$ cat src/hdl/ppf_pkg.sv
package ppf_pkg;
   // port widths
   localparam int PORT_B_W = 8;
   localparam int PORT_C_W = 7;
   localparam int PORT_D_W = 8;
   // port c bit that doubles as the reset input
   localparam int PC_RST_BIT = 6;
   // port b bits that double as oscillator pins
   localparam int PB_OSC_IN_BIT = 6;
   localparam int PB_OSC_OUT_BIT = 7;
   // fuse encoding: one is unprogrammed, zero is programmed
   localparam logic FUSE_PROG = 1'h0;
   localparam logic FUSE_UNPROG = 1'h1;
   // clock-select fuse width and codes
   localparam int CKSEL_W = 4;
   localparam logic [3:0] CKSEL_RC_CAL = 4'h2;
   localparam logic [3:0] CKSEL_XTAL_LO = 4'h4;
   // clock period and least reset pulse on the reset pin
   localparam int CLK_PERIOD_NS = 4;
   localparam int RST_PULSE_NS = 2500;
   localparam int RST_PULSE_CYC =
      (RST_PULSE_NS + CLK_PERIOD_NS - 1) / CLK_PERIOD_NS;
   // apb register byte addresses
   localparam logic [7:0] ADDR_PORTB_OUT = 8'h00;
   localparam logic [7:0] ADDR_PORTB_DIR = 8'h04;
   localparam logic [7:0] ADDR_PORTB_IN = 8'h08;
   localparam logic [7:0] ADDR_PORTC_OUT = 8'h0C;
   localparam logic [7:0] ADDR_PORTC_DIR = 8'h10;
   localparam logic [7:0] ADDR_PORTC_IN = 8'h14;
   localparam logic [7:0] ADDR_PORTD_OUT = 8'h18;
   localparam logic [7:0] ADDR_PORTD_DIR = 8'h1C;
   localparam logic [7:0] ADDR_PORTD_IN = 8'h20;
   localparam logic [7:0] ADDR_ASYNC_CTRL = 8'h24;
   localparam logic [7:0] ADDR_FUNC_STAT = 8'h28;
   // field positions
   localparam int ASYNC_SEL_BIT = 0;
   localparam int STAT_XTAL_BIT = 0;
   localparam int STAT_TOSC_BIT = 1;
   localparam int STAT_RSTIO_BIT = 2;
   localparam int STAT_PINRST_BIT = 3;
   // reset values
   localparam logic [31:0] REG_RST = 32'h0;
endpackage

$ cat src/hdl/ppf_port_mux.sv
`timescale 1ns/1ps
`default_nettype none
module ppf_port_mux
   import ppf_pkg::*;
#(
   parameter int RST_CYCLES = RST_PULSE_CYC
)
(
   input wire logic pclk,
   input wire logic presetn,
   input wire logic psel,
   input wire logic penable,
   input wire logic pwrite,
   input wire logic [7:0] paddr,
   input wire logic [31:0] pwdata,
   output logic [31:0] prdata,
   output logic pready,
   output logic pslverr,
   input wire logic [CKSEL_W-1:0] clock_select_fuse,
   input wire logic reset_pin_disable_fuse,
   input wire logic [PORT_B_W-1:0] port_b_bits_in,
   output logic [PORT_B_W-1:0] port_b_bits_out,
   output logic [PORT_B_W-1:0] port_b_bits_oe,
   output logic [PORT_B_W-1:0] port_b_pullup,
   input wire logic [PORT_C_W-1:0] port_c_bits_in,
   output logic [PORT_C_W-1:0] port_c_bits_out,
   output logic [PORT_C_W-1:0] port_c_bits_oe,
   output logic [PORT_C_W-1:0] port_c_pullup,
   input wire logic [PORT_D_W-1:0] port_d_bits_in,
   output logic [PORT_D_W-1:0] port_d_bits_out,
   output logic [PORT_D_W-1:0] port_d_bits_oe,
   output logic [PORT_D_W-1:0] port_d_pullup,
   output logic osc_amp_in,
   output logic osc_amp_in_valid,
   output logic timer_oscillator_pins_en,
   output logic pin_reset_req
);
   // low counter is sixteen bits; refuse lengths it cannot hold
   if (RST_CYCLES < 1 || RST_CYCLES > 65535)
   begin
      $error("RST_CYCLES out of range");
   end

   // software registers: output value and direction per port
   logic [PORT_B_W-1:0] b_out;
   logic [PORT_B_W-1:0] b_dir;
   logic [PORT_C_W-1:0] c_out;
   logic [PORT_C_W-1:0] c_dir;
   logic [PORT_D_W-1:0] d_out;
   logic [PORT_D_W-1:0] d_dir;
   // timer clock select bit
   logic async_timer_clock_select;
   // latched fuse functions
   logic xtal_mode;
   logic rc_mode;
   logic rst_pin_io;
   logic fuse_loaded;
   // input synchronisers, three stages each
   logic [PORT_B_W-1:0] b_s1, b_s2, b_s3, b_sync;
   logic [PORT_C_W-1:0] c_s1, c_s2, c_s3, c_sync;
   logic [PORT_D_W-1:0] d_s1, d_s2, d_s3, d_sync;
   // reset pin low counter
   logic [15:0] low_cnt;
   logic wr_en;
   logic rd_en;

   // true for a fuse bit that is programmed
   function automatic logic fuse_is_prog(input logic f);
      return f == FUSE_PROG;
   endfunction

   // crystal codes: anything other than rc, 128k rc, external
   function automatic logic is_xtal(input logic [CKSEL_W-1:0] s);
      return s >= CKSEL_XTAL_LO;
   endfunction

   assign wr_en = psel && penable && pwrite;
   assign rd_en = psel && penable && !pwrite;

   // fuse functions caught once after reset release, then held
   always_ff @(posedge pclk or negedge presetn)
   begin
      if (!presetn)
      begin
         fuse_loaded <= 1'b0;
         xtal_mode <= 1'b0;
         rc_mode <= 1'b0;
         rst_pin_io <= 1'b0;
      end
      else if (!fuse_loaded)
      begin
         fuse_loaded <= 1'b1;
         xtal_mode <= is_xtal(clock_select_fuse);
         rc_mode <= clock_select_fuse == CKSEL_RC_CAL;
         rst_pin_io <= fuse_is_prog(reset_pin_disable_fuse);
      end
   end

   // register writes
   always_ff @(posedge pclk or negedge presetn)
   begin
      if (!presetn)
      begin
         b_out <= '0;
         b_dir <= '0;
         c_out <= '0;
         c_dir <= '0;
         d_out <= '0;
         d_dir <= '0;
         async_timer_clock_select <= 1'b0;
      end
      else if (wr_en)
      begin
         unique case (paddr)
            ADDR_PORTB_OUT: b_out <= pwdata[PORT_B_W-1:0];
            ADDR_PORTB_DIR: b_dir <= pwdata[PORT_B_W-1:0];
            ADDR_PORTC_OUT: c_out <= pwdata[PORT_C_W-1:0];
            ADDR_PORTC_DIR: c_dir <= pwdata[PORT_C_W-1:0];
            ADDR_PORTD_OUT: d_out <= pwdata[PORT_D_W-1:0];
            ADDR_PORTD_DIR: d_dir <= pwdata[PORT_D_W-1:0];
            ADDR_ASYNC_CTRL:
               async_timer_clock_select <= pwdata[ASYNC_SEL_BIT];
            default: ;
         endcase
      end
   end

   // pin synchronisers; second and third stages must agree
   always_ff @(posedge pclk or negedge presetn)
   begin
      if (!presetn)
      begin
         {b_s1, b_s2, b_s3, b_sync} <= '0;
         {c_s1, c_s2, c_s3} <= '1; // idle high: no false low at release
         c_sync <= '1;
         {d_s1, d_s2, d_s3, d_sync} <= '0;
      end
      else
      begin
         b_s1 <= port_b_bits_in;
         b_s2 <= b_s1;
         b_s3 <= b_s2;
         c_s1 <= port_c_bits_in;
         c_s2 <= c_s1;
         c_s3 <= c_s2;
         d_s1 <= port_d_bits_in;
         d_s2 <= d_s1;
         d_s3 <= d_s2;
         for (int i = 0; i < PORT_B_W; i++)
            if (b_s2[i] == b_s3[i])
               b_sync[i] <= b_s3[i];
         for (int i = 0; i < PORT_C_W; i++)
            if (c_s2[i] == c_s3[i])
               c_sync[i] <= c_s3[i];
         for (int i = 0; i < PORT_D_W; i++)
            if (d_s2[i] == d_s3[i])
               d_sync[i] <= d_s3[i];
      end
   end

   // reset pin: count cycles low, request reset past the least pulse
   always_ff @(posedge pclk or negedge presetn)
   begin
      if (!presetn)
      begin
         low_cnt <= '0;
         pin_reset_req <= 1'b0;
      end
      else if (fuse_loaded && !rst_pin_io && !c_sync[PC_RST_BIT])
      begin
         if (low_cnt < 16'(RST_CYCLES))
            low_cnt <= low_cnt + 16'h0001;
         pin_reset_req <= low_cnt >= 16'(RST_CYCLES - 1);
      end
      else
      begin
         low_cnt <= '0;
         pin_reset_req <= 1'b0;
      end
   end

   // pad drivers; asynchronous reset tri-states every pin
   always_ff @(posedge pclk or negedge presetn)
   begin
      if (!presetn)
      begin
         port_b_bits_oe <= '0;
         port_b_bits_out <= '0;
         port_b_pullup <= '0;
         port_c_bits_oe <= '0;
         port_c_bits_out <= '0;
         port_c_pullup <= '0;
         port_d_bits_oe <= '0;
         port_d_bits_out <= '0;
         port_d_pullup <= '0;
         timer_oscillator_pins_en <= 1'b0;
         osc_amp_in <= 1'b0;
         osc_amp_in_valid <= 1'b0;
      end
      else
      begin
         // pull-up on input bits whose output latch is one
         port_b_bits_oe <= b_dir;
         port_b_bits_out <= b_out;
         port_b_pullup <= ~b_dir & b_out;
         port_c_bits_oe <= c_dir;
         port_c_bits_out <= c_out;
         port_c_pullup <= ~c_dir & c_out;
         port_d_bits_oe <= d_dir;
         port_d_bits_out <= d_out;
         port_d_pullup <= ~d_dir & d_out;
         timer_oscillator_pins_en <= 1'b0;
         osc_amp_in <= 1'b0;
         osc_amp_in_valid <= 1'b0;
         if (!fuse_loaded)
         begin
            port_b_bits_oe <= '0;
            port_c_bits_oe <= '0;
            port_d_bits_oe <= '0;
         end
         else if (xtal_mode)
         begin
            // bit six feeds the amplifier, bit seven is its output
            port_b_bits_oe[PB_OSC_IN_BIT] <= 1'b0;
            port_b_pullup[PB_OSC_IN_BIT] <= 1'b0;
            osc_amp_in <= b_sync[PB_OSC_IN_BIT];
            osc_amp_in_valid <= 1'b1;
            port_b_bits_oe[PB_OSC_OUT_BIT] <= 1'b1;
            port_b_bits_out[PB_OSC_OUT_BIT] <= ~b_sync[PB_OSC_IN_BIT];
            port_b_pullup[PB_OSC_OUT_BIT] <= 1'b0;
         end
         else if (rc_mode && async_timer_clock_select)
         begin
            // both pins handed to the timer oscillator
            port_b_bits_oe[PB_OSC_OUT_BIT] <= 1'b0;
            port_b_bits_oe[PB_OSC_IN_BIT] <= 1'b0;
            port_b_pullup[PB_OSC_OUT_BIT] <= 1'b0;
            port_b_pullup[PB_OSC_IN_BIT] <= 1'b0;
            timer_oscillator_pins_en <= 1'b1;
         end
         if (fuse_loaded && !rst_pin_io)
         begin
            // reset input: never driven, pull-up held on
            port_c_bits_oe[PC_RST_BIT] <= 1'b0;
            port_c_pullup[PC_RST_BIT] <= 1'b1;
         end
      end
   end

   // apb read data and answer; unmapped addresses flag an error
   always_ff @(posedge pclk or negedge presetn)
   begin
      if (!presetn)
      begin
         prdata <= REG_RST;
         pready <= 1'b0;
         pslverr <= 1'b0;
      end
      else
      begin
         pready <= psel && !penable;
         pslverr <= 1'b0;
         if (psel && !penable)
         begin
            prdata <= REG_RST;
            unique case (paddr)
               ADDR_PORTB_OUT: prdata <= 32'(b_out);
               ADDR_PORTB_DIR: prdata <= 32'(b_dir);
               ADDR_PORTB_IN: prdata <= 32'(b_sync);
               ADDR_PORTC_OUT: prdata <= 32'(c_out);
               ADDR_PORTC_DIR: prdata <= 32'(c_dir);
               ADDR_PORTC_IN: prdata <= 32'(c_sync);
               ADDR_PORTD_OUT: prdata <= 32'(d_out);
               ADDR_PORTD_DIR: prdata <= 32'(d_dir);
               ADDR_PORTD_IN: prdata <= 32'(d_sync);
               ADDR_ASYNC_CTRL:
                  prdata <= 32'(async_timer_clock_select);
               ADDR_FUNC_STAT:
                  prdata <= 32'({pin_reset_req, rst_pin_io,
                     timer_oscillator_pins_en, xtal_mode});
               default: pslverr <= 1'b1;
            endcase
         end
      end
   end

   // port b and c pins stay tri-stated while reset is low
   reset_tristate_a: assert property (@(posedge pclk)
      !presetn |-> (port_b_bits_oe == '0 && port_c_bits_oe == '0))
      else $error("port driven during reset");
   // crystal mode drives bit seven, never bit six
   xtal_pins_a: assert property (@(posedge pclk) disable iff (!presetn)
      fuse_loaded && xtal_mode |=> port_b_bits_oe[PB_OSC_OUT_BIT]
      && !port_b_bits_oe[PB_OSC_IN_BIT])
      else $error("crystal pins misdriven");
   // bit seven is the inverse of bit six in crystal mode
   xtal_invert_a: assert property (@(posedge pclk) disable iff (!presetn)
      fuse_loaded && xtal_mode |=> port_b_bits_out[PB_OSC_OUT_BIT]
      == !$past(b_sync[PB_OSC_IN_BIT]))
      else $error("oscillator output wrong");
   // timer pins freed when rc clock and select set
   timer_pins_a: assert property (@(posedge pclk) disable iff (!presetn)
      fuse_loaded && rc_mode && async_timer_clock_select |=>
      timer_oscillator_pins_en && !port_b_bits_oe[PB_OSC_OUT_BIT])
      else $error("timer pins not freed");
   // reset pin never driven when it is the reset input
   reset_pin_a: assert property (@(posedge pclk) disable iff (!presetn)
      fuse_loaded && !rst_pin_io |=> !port_c_bits_oe[PC_RST_BIT])
      else $error("reset pin driven");
   // pin reset only after a low stretch of the least length
   pin_reset_a: assert property (@(posedge pclk) disable iff (!presetn)
      $rose(pin_reset_req) |-> !$past(c_sync[PC_RST_BIT]) && !rst_pin_io
      && low_cnt == 16'(RST_CYCLES))
      else $error("pin reset without low level");
   // fuse functions do not change once latched
   fuse_hold_a: assert property (@(posedge pclk) disable iff (!presetn)
      fuse_loaded |=> $stable(xtal_mode) && $stable(rst_pin_io)
      && $stable(rc_mode))
      else $error("fuse function changed");
   // programmed reset-disable fuse makes the pin plain io
   fuse_decode_a: assert property (@(posedge pclk) disable iff (!presetn)
      $rose(fuse_loaded) |-> rst_pin_io == !$past(reset_pin_disable_fuse))
      else $error("fuse polarity wrong");
   // pull-ups follow register on plain port d
   pullup_d_a: assert property (@(posedge pclk) disable iff (!presetn)
      fuse_loaded |=> port_d_pullup == ($past(d_out) & ~$past(d_dir)))
      else $error("port d pull-up wrong");
   // port b pull-ups on plain bits follow register
   pullup_b_a: assert property (@(posedge pclk) disable iff (!presetn)
      fuse_loaded && !xtal_mode && !rc_mode |=>
      port_b_pullup == ($past(b_out) & ~$past(b_dir)))
      else $error("port b pull-up wrong");
   // port c low bits follow direction register
   dir_c_a: assert property (@(posedge pclk) disable iff (!presetn)
      fuse_loaded |=> port_c_bits_oe[5:0] == $past(c_dir[5:0]))
      else $error("port c direction wrong");
endmodule
`default_nettype wire

$ cat config.mk
export PLATFORM = sky130hd
export DESIGN_NAME = ppf_port_mux
export DESIGN_NICKNAME = d
export VERILOG_FILES = /design/src/hdl/ppf_pkg.sv /design/src/hdl/ppf_port_mux.sv
export SDC_FILE = /design/constraint.sdc
export NUM_CORES = 1
export LEC_CHECK = 0
export BUFFER_PORTS_ARGS = -buffer_cell sky130_fd_sc_hd__buf_4
export CORE_MARGIN = 3
export CORE_UTILIZATION = 58
export DETAILED_ROUTE_END_ITERATION = 10
export PLACE_DENSITY = 0.83
export SLEW_MARGIN = 10
export SYNTH_ARGS = -nofsm -noshare
export SYNTH_HDL_FRONTEND = slang
export SYNTH_SLANG_ARGS = --single-unit
$ cat constraint.sdc
create_clock -name pclk -period 3.94 [get_ports pclk]
set_clock_uncertainty 0.15 [all_clocks]
set_input_delay 0.788 -clock pclk [delete_from_list [all_inputs] [get_ports pclk]]
set_output_delay 0.788 -clock pclk [all_outputs]
set_load 0.1 [all_outputs]
==> results.toml, run 1 <==
[grt]
antenna_found_initial = 0
grt_max_degree = 108
grt_pass1_wl_mm = 30.59
grtUsageMet2_pct = 39.82
grt_pass1_vias = 5588
grtUsageMet3_pct = 4.411
grt.busiest_layer = "met2"
grt-ovfl-total = 0
grtUsageTotal_pct = 23.68
use_met1_pct = 31.94

[synthesis]
synth.cell_area_mm2 = 0.008823
yosysWarnings = 0
avgSynthCellArea_um2 = 14.78
yosysUniqueCellTypes = 52
synth_edf_count = 0
synthArstFlopShare_pct = 100.0
synth.ff_latch_count = 242
yosysSeqAreaShare_pct = 69.03
syn_inst = 597
synth-main-ff-cell = "dfrtp_1"

[routing]
vias = 5301
ant_nets = 0
dr.pass1.iters = 4
wirelength_mm = 19.50
drtIter0Drc = 308
viasPerCell = 5.639
drc = 0
wl_per_cell_um = 20.74

[setup_path]
crit_type = "in -> reg"
cp_max_fo = 28
worstPathRequired_ps = 4170
end_kind = "flip-flop"
start_kind = "input port"
r2r_slack_ps = 1570
arrival_ps = 2790

[floorplan]
fp-row-count = 44
fp.dieH_um = 129.3
coreArea_mm2 = 0.01470
start_util_pct = 60.03
ios = 180
dieArea_mm2 = 0.01673
dieWidth_um = 129.3

[sta]
hold_viol = 0
setup_viol = 0
worstMarginPinSlew_ps = 1086
tns_ps = 0
rsz0062_at_grt = "no"
fmax_ghz = 0.3912
slew_violations = 0
fin_crit_ps = 2556
hold_slack_ps = 173.1
relSlewSlack_pct = 27.32
min_period_over_period_pct = 64.88

[layout]
syn2layout_area_growth_pct = 21.92
fin_area_mm2 = 0.01076
diodes = 0
largest_register = "low_cnt"
drive_above_1_share_pct = 34.79
layout.nets = 814
largest_reg_flops = 16

[run]
drv_cap = 0

[clock_tree]
numClockSinks = 242
post-cts-setup-buffers = 0
clk_pin_slew_worst_paths_ps = 60
cts_hold_buf = 0
cts_made_buffers = 24
cts_root_buffer = "clkbuf_16"
insertion_delay_ps = 500
h-tree-depth = 1
clk_path_buf_depth = 3
cts_tree = "yes"
cts_resized = 0

[pwr]
p_leak_uw = 0.005244
p_per_area_mw_per_mm2 = 505.2
ir_drop_mv = 0.3805

[placement]
portBuffers = 131
place_area_mm2 = 0.009926
gp_congestion = 0.8417
dp_hpwl_mm = 12.75

[min_path]
hp-class = "in -> async"

[outcome]
outcome = "finished, final reports clean"
-- cell usage after synthesis, types with 2 or more instances --
cell	instances	area, µm²
buf_4	25	187.7
a32oi_1	7	61.31
nand4_1	2	12.51
maj3_1	23	230.2
buf_2	7	35.03
nand2b_1	2	12.51
and4_1	3	26.28
dfrtp_1	214	5355
nand2_1	25	93.84
o21ai_0	7	35.03
conb_1	2	7.510
and3_1	8	50.05
and2_1	28	175.2
nor2b_1	22	137.6
dfstp_2	28	735.7
nand3_1	9	45.04
a22oi_1	4	30.03
a221oi_1	4	35.03
ha_1	2	25.02
nor2_1	15	56.30
a2111oi_0	3	26.28
nor3_1	3	15.01
nor3b_1	7	52.55
nor4_1	6	37.54
o2bb2ai_1	2	17.52
mux2_2	53	596.8
or3_1	6	37.54
mux2i_1	19	190.2
clkbuf_1	10	37.54
a21oi_1	10	50.05
a211oi_1	4	30.03
a22o_1	5	43.79
inv_1	7	26.28
mux4_2	6	135.1
nor4b_1	2	17.52
-- power breakdown --
part           switching [µW]  internal, µW
clock                     889          1470
combinational             332           106
sequential               52.1          2580
total                    1270          4160
-- placed cells by master, fill, tap and decap left out, types with 22 or more instances in the layout --
master	instances
and2_1	28
buf_4	132
clkbuf_16	25
conb_1	25
dfrtp_1	214
dfstp_2	28
maj3_1	23
mux2_2	53
nand2_1	25
nor2b_1	22
-- layer usage --
| metal | vias up | routed length [µm] |
|---|---|---|
| met5 | - | 0 |
| met2 | 219 | 9679 |
| met1 | 2698 | 7882 |
| li1 | 2334 | - |
| met4 | 0 | 599 |
| met3 | 50 | 1335 |
-- cells by family (layout without fill, tap and decap cells) --
kind of cell,count (synthesis),count (layout),share of synthesized area (%)
mux,78,78,10.45
flops,242,242,69.03
simple gates,146,146,9.799
other cells,2,25,0.08511
fa+ha+maj,25,25,2.893
buf+inv,49,185,3.247
compound gates,55,55,4.495
-- path summary, 6_finish.rpt --
kind	startpoint	endpoint	depth (start not counted)
min	presetn	b_s3[3]	1
min in group pclk	d_s1[0]	d_s2[0]	0
max reg2reg	low_cnt[0]	low_cnt[5]	6
max in group asynchronous	presetn	c_sync[4]	2
max	paddr[3]	b_out[2]	4
min reg2reg	d_s1[0]	d_s2[0]	0
-- through the flow --
stage	total power, µW	utilization (%)	setup WS (ps)	cells
2_1_floorplan	2969	-	1561	620
3_3_place_gp	3101	67.53	880.8	897
3_5_place_dp	3115	67.53	897.5	897
4_1_cts	5482	73.19	1424	940
5_1_grt	5616	73.19	1342	940
6_report	5435	73.19	1384	940
-- area by class of cell --
class / count / area, µm²
fillers: 902 / 3941
clock buffers: 40 / 742.0
well taps: 184 / 230.2
inverters: 7 / 26.28
flip-flops and latches: 242 / 6091
repair buffers: 135 / 1046
multi-input cells: 329 / 2532
clock inverters: 3 / 90.09
-- critical path, stage by stage --
cell and delay [ps]:
buf_4 230, nor4_1 630, nand3_1 640, mux2_2 470
Note: power is estimated with default switching activity, not from simulation.
==> inputs of run 2 (changes only) <==
- ABC_AREA: default -> 1
- CORE_UTILIZATION: 58 -> 54
- PLACE_DENSITY: 0.83 -> 0.78
- clock period: 3.94 -> 2.5 ns (I/O delays scaled with it)
==> run 2 against run 1 <==
Final area grew 3.9%. Combinational power rose by 58%. Largest cell class unchanged. Cell count is 32% higher. Critical endpoint is now timer_oscillator_pins_en. First-iteration DRC count increased by 36%. Power increased by 54%. Sequential cell count is the same. Sequential power is 57% higher. Non-clock buffer count increased by 35. Synthesized area up 1.5%. Highest routed layer unchanged.
==> results.toml, run 2 <==
[synthesis]
yosysSeqAreaShare_pct = 68.04
netlist_top_cells_area = "dfrtp_1 (60%), dfstp_2 (8.2%), nand2_1 (7.4%)"
avgSynthCellArea_um2 = 10.75
synth_top_area_cell = "dfrtp_1"
yosysTopAreaCellShare_pct = 59.82
synth-main-ff-cell = "dfrtp_1"
yosysWarnings = 0
syn_inst = 833
synthArstFlopShare_pct = 100.0
yosysMostFrequentCell = "dfrtp_1"
synth_edf_count = 0
synth.cell_area_mm2 = 0.008952
yosysUniqueCellTypes = 32
synthTopCellsByCount = "dfrtp_1 (214), nand2_1 (176), inv_1 (91), nor2_1 (75), nand3_1 (72)"
synth.ff_latch_count = 242

[pwr]
p_per_area_mw_per_mm2 = 748.4
p_leak_uw = 0.005758
ir_drop_mv = 0.5326
finalPower_uw = 8367

[clock_tree]
insertion_delay_ps = 510
cts_made_buffers = 24
h-tree-depth = 1
cts_tree = "yes"
clk_path_buf_depth = 3
numClockSinks = 242
cts_root_buffer = "clkbuf_16"
clk_pin_slew_worst_paths_ps = 60

[setup_path]
cp_max_fo = 2
worst-path-buf-inv = 1
critPathMaxStageDelay_ps = 410
cp_slowest_cell = "dfrtp_1"
start_kind = "flip-flop"
arrival_ps = 1230
worstPathRequired_ps = 1850
worstPathCellList = "buf_4"
crit_type = "reg -> out"
end_kind = "output port"
crit_family = "flip-flops"

[floorplan]
ios = 180
fp-row-count = 46
dieArea_mm2 = 0.01816
dieWidth_um = 134.8
fp.dieH_um = 134.8
start_util_pct = 55.75
coreArea_mm2 = 0.01606

[layout]
final_common_cell = "dfrtp_1"
diodes = 0
layout.nets = 1085
drive_above_1_share_pct = 23.25
largest_reg_flops = 16
syn2layout_area_growth_pct = 24.88
largest_register = "low_cnt"
final_cell_mix = "dfrtp_1 (214), nand2_1 (176), buf_4 (143)"
nFillCells = 1143
instances_no_fill = 1244
fin_area_mm2 = 0.01118

[routing]
wirelength_mm = 18.49
vias = 6029
drc = 0
wl_per_cell_um = 14.86
drtIter0Drc = 420
viasPerCell = 4.846
dr.pass1.iters = 4
ant_nets = 0

[sta]
tns_ps = 0
slew_violations = 0
min_period_over_period_pct = 75.32
rsz0062_at_grt = "no"
fmax_ghz = 0.5311
relSlewSlack_pct = 64.05
hold_viol = 0
worstMarginPinSlew_ps = 539.3
setup_viol = 0
fin_crit_ps = 1883

[outcome]
outcome = "finished, final reports clean"

[placement]
gp_congestion = 0.8907
place_area_mm2 = 0.01015
portBuffers = 131
dp_hpwl_mm = 12.98
dp.cells = 1176

[grt]
use_met1_pct = 29.11
grtUsageMet3_pct = 4.024
grt_pass1_wl_mm = 30.05
grtUsageMet2_pct = 32.88
grtUsageTotal_pct = 20.70
grt_pass1_vias = 5829
grt.busiest_layer = "met2"
grt-ovfl-total = 0
antenna_found_initial = 0
grt_max_degree = 71

[run]
drv_cap = 0

[min_path]
hp-class = "in -> reg"
run 2: cell types whose count changed after synthesis, sizes merged, moves of 7 or more:
cell	previous run	this run
buf	32	40
and3	8	0
a32oi	7	0
nand2	25	183
inv	7	96
mux2i	19	0
nor2	15	86
nand3	10	76
mux2	53	0
nor3b	7	0
o21ai	8	57
and2	28	0
clkbuf	10	2
nor2b	22	0
run 2: metal layers:
layer / vias to the layer above / share of wire (%)
met4: 0 / 2.6
met2: 222 / 48
li1: 2924 / -
met3: 36 / 7.1
met5: - / 0
met1: 2847 / 42
run 2: through the flow:
step           utilization, %  hold slack (ps)  setup WS (ps)
3_3_place_gp            63.21            184.0          454.3
3_5_place_dp            63.21            184.7          449.6
6_report                69.62            24.30          617.0
4_1_cts                 69.62            6.425          585.6
5_1_grt                 69.62            22.48          457.0
2_1_floorplan               -            54.41          893.2
run 2: path summary, 6_finish.rpt:
path	end	slack, ps	from	cells past startpoint
max reg2reg	low_cnt[1]	690	low_cnt[0]	8
max	timer_oscillator_pins_en	620	timer_oscillator_pins_en	1
max in group asynchronous	c_sync[4]	1060	presetn	3
min	rst_pin_io	20	reset_pin_disable_fuse	2
min reg2reg	d_s2[5]	200	d_s1[5]	0
min in group asynchronous	d_dir[5]	380	presetn	2
run 2: cell families after synthesis:
family          synth area share, %
xor+xnor                     0.4891
compound gates                3.760
simple gates                  17.48
flops                         68.04
buf+inv                       7.296
fa+ha+maj                     2.851
other cells                 0.08389
run 2: timing repair:
action                                 CTS  global route
endpoints found under the hold margin   76             0
resized for setup                        0             0
hold buffers                            24             0
setup buffers                            0             0
run 2: layout make-up:
type                    instances  area [µm²]  share of cell area [%]
clock buffers                  35       683.2                   6.111
clock inverters                 9       105.1                  0.9401
inverters                      97       366.6                   3.279
multi-input cells             475        2295                   20.53
flip-flops and latches        242        6091                   54.48
well taps                     216       270.3                   2.417
repair buffers                170        1369                   12.24
run 2: where the power goes:
group | leakage [µW] | switching, µW | internal (µW)
Sequential | 0.00312 | 82.3 | 4070
Clock | 0.000384 | 1410 | 2110
Combinational | 0.00226 | 521 | 168
Total | 0.00576 | 2020 | 6350
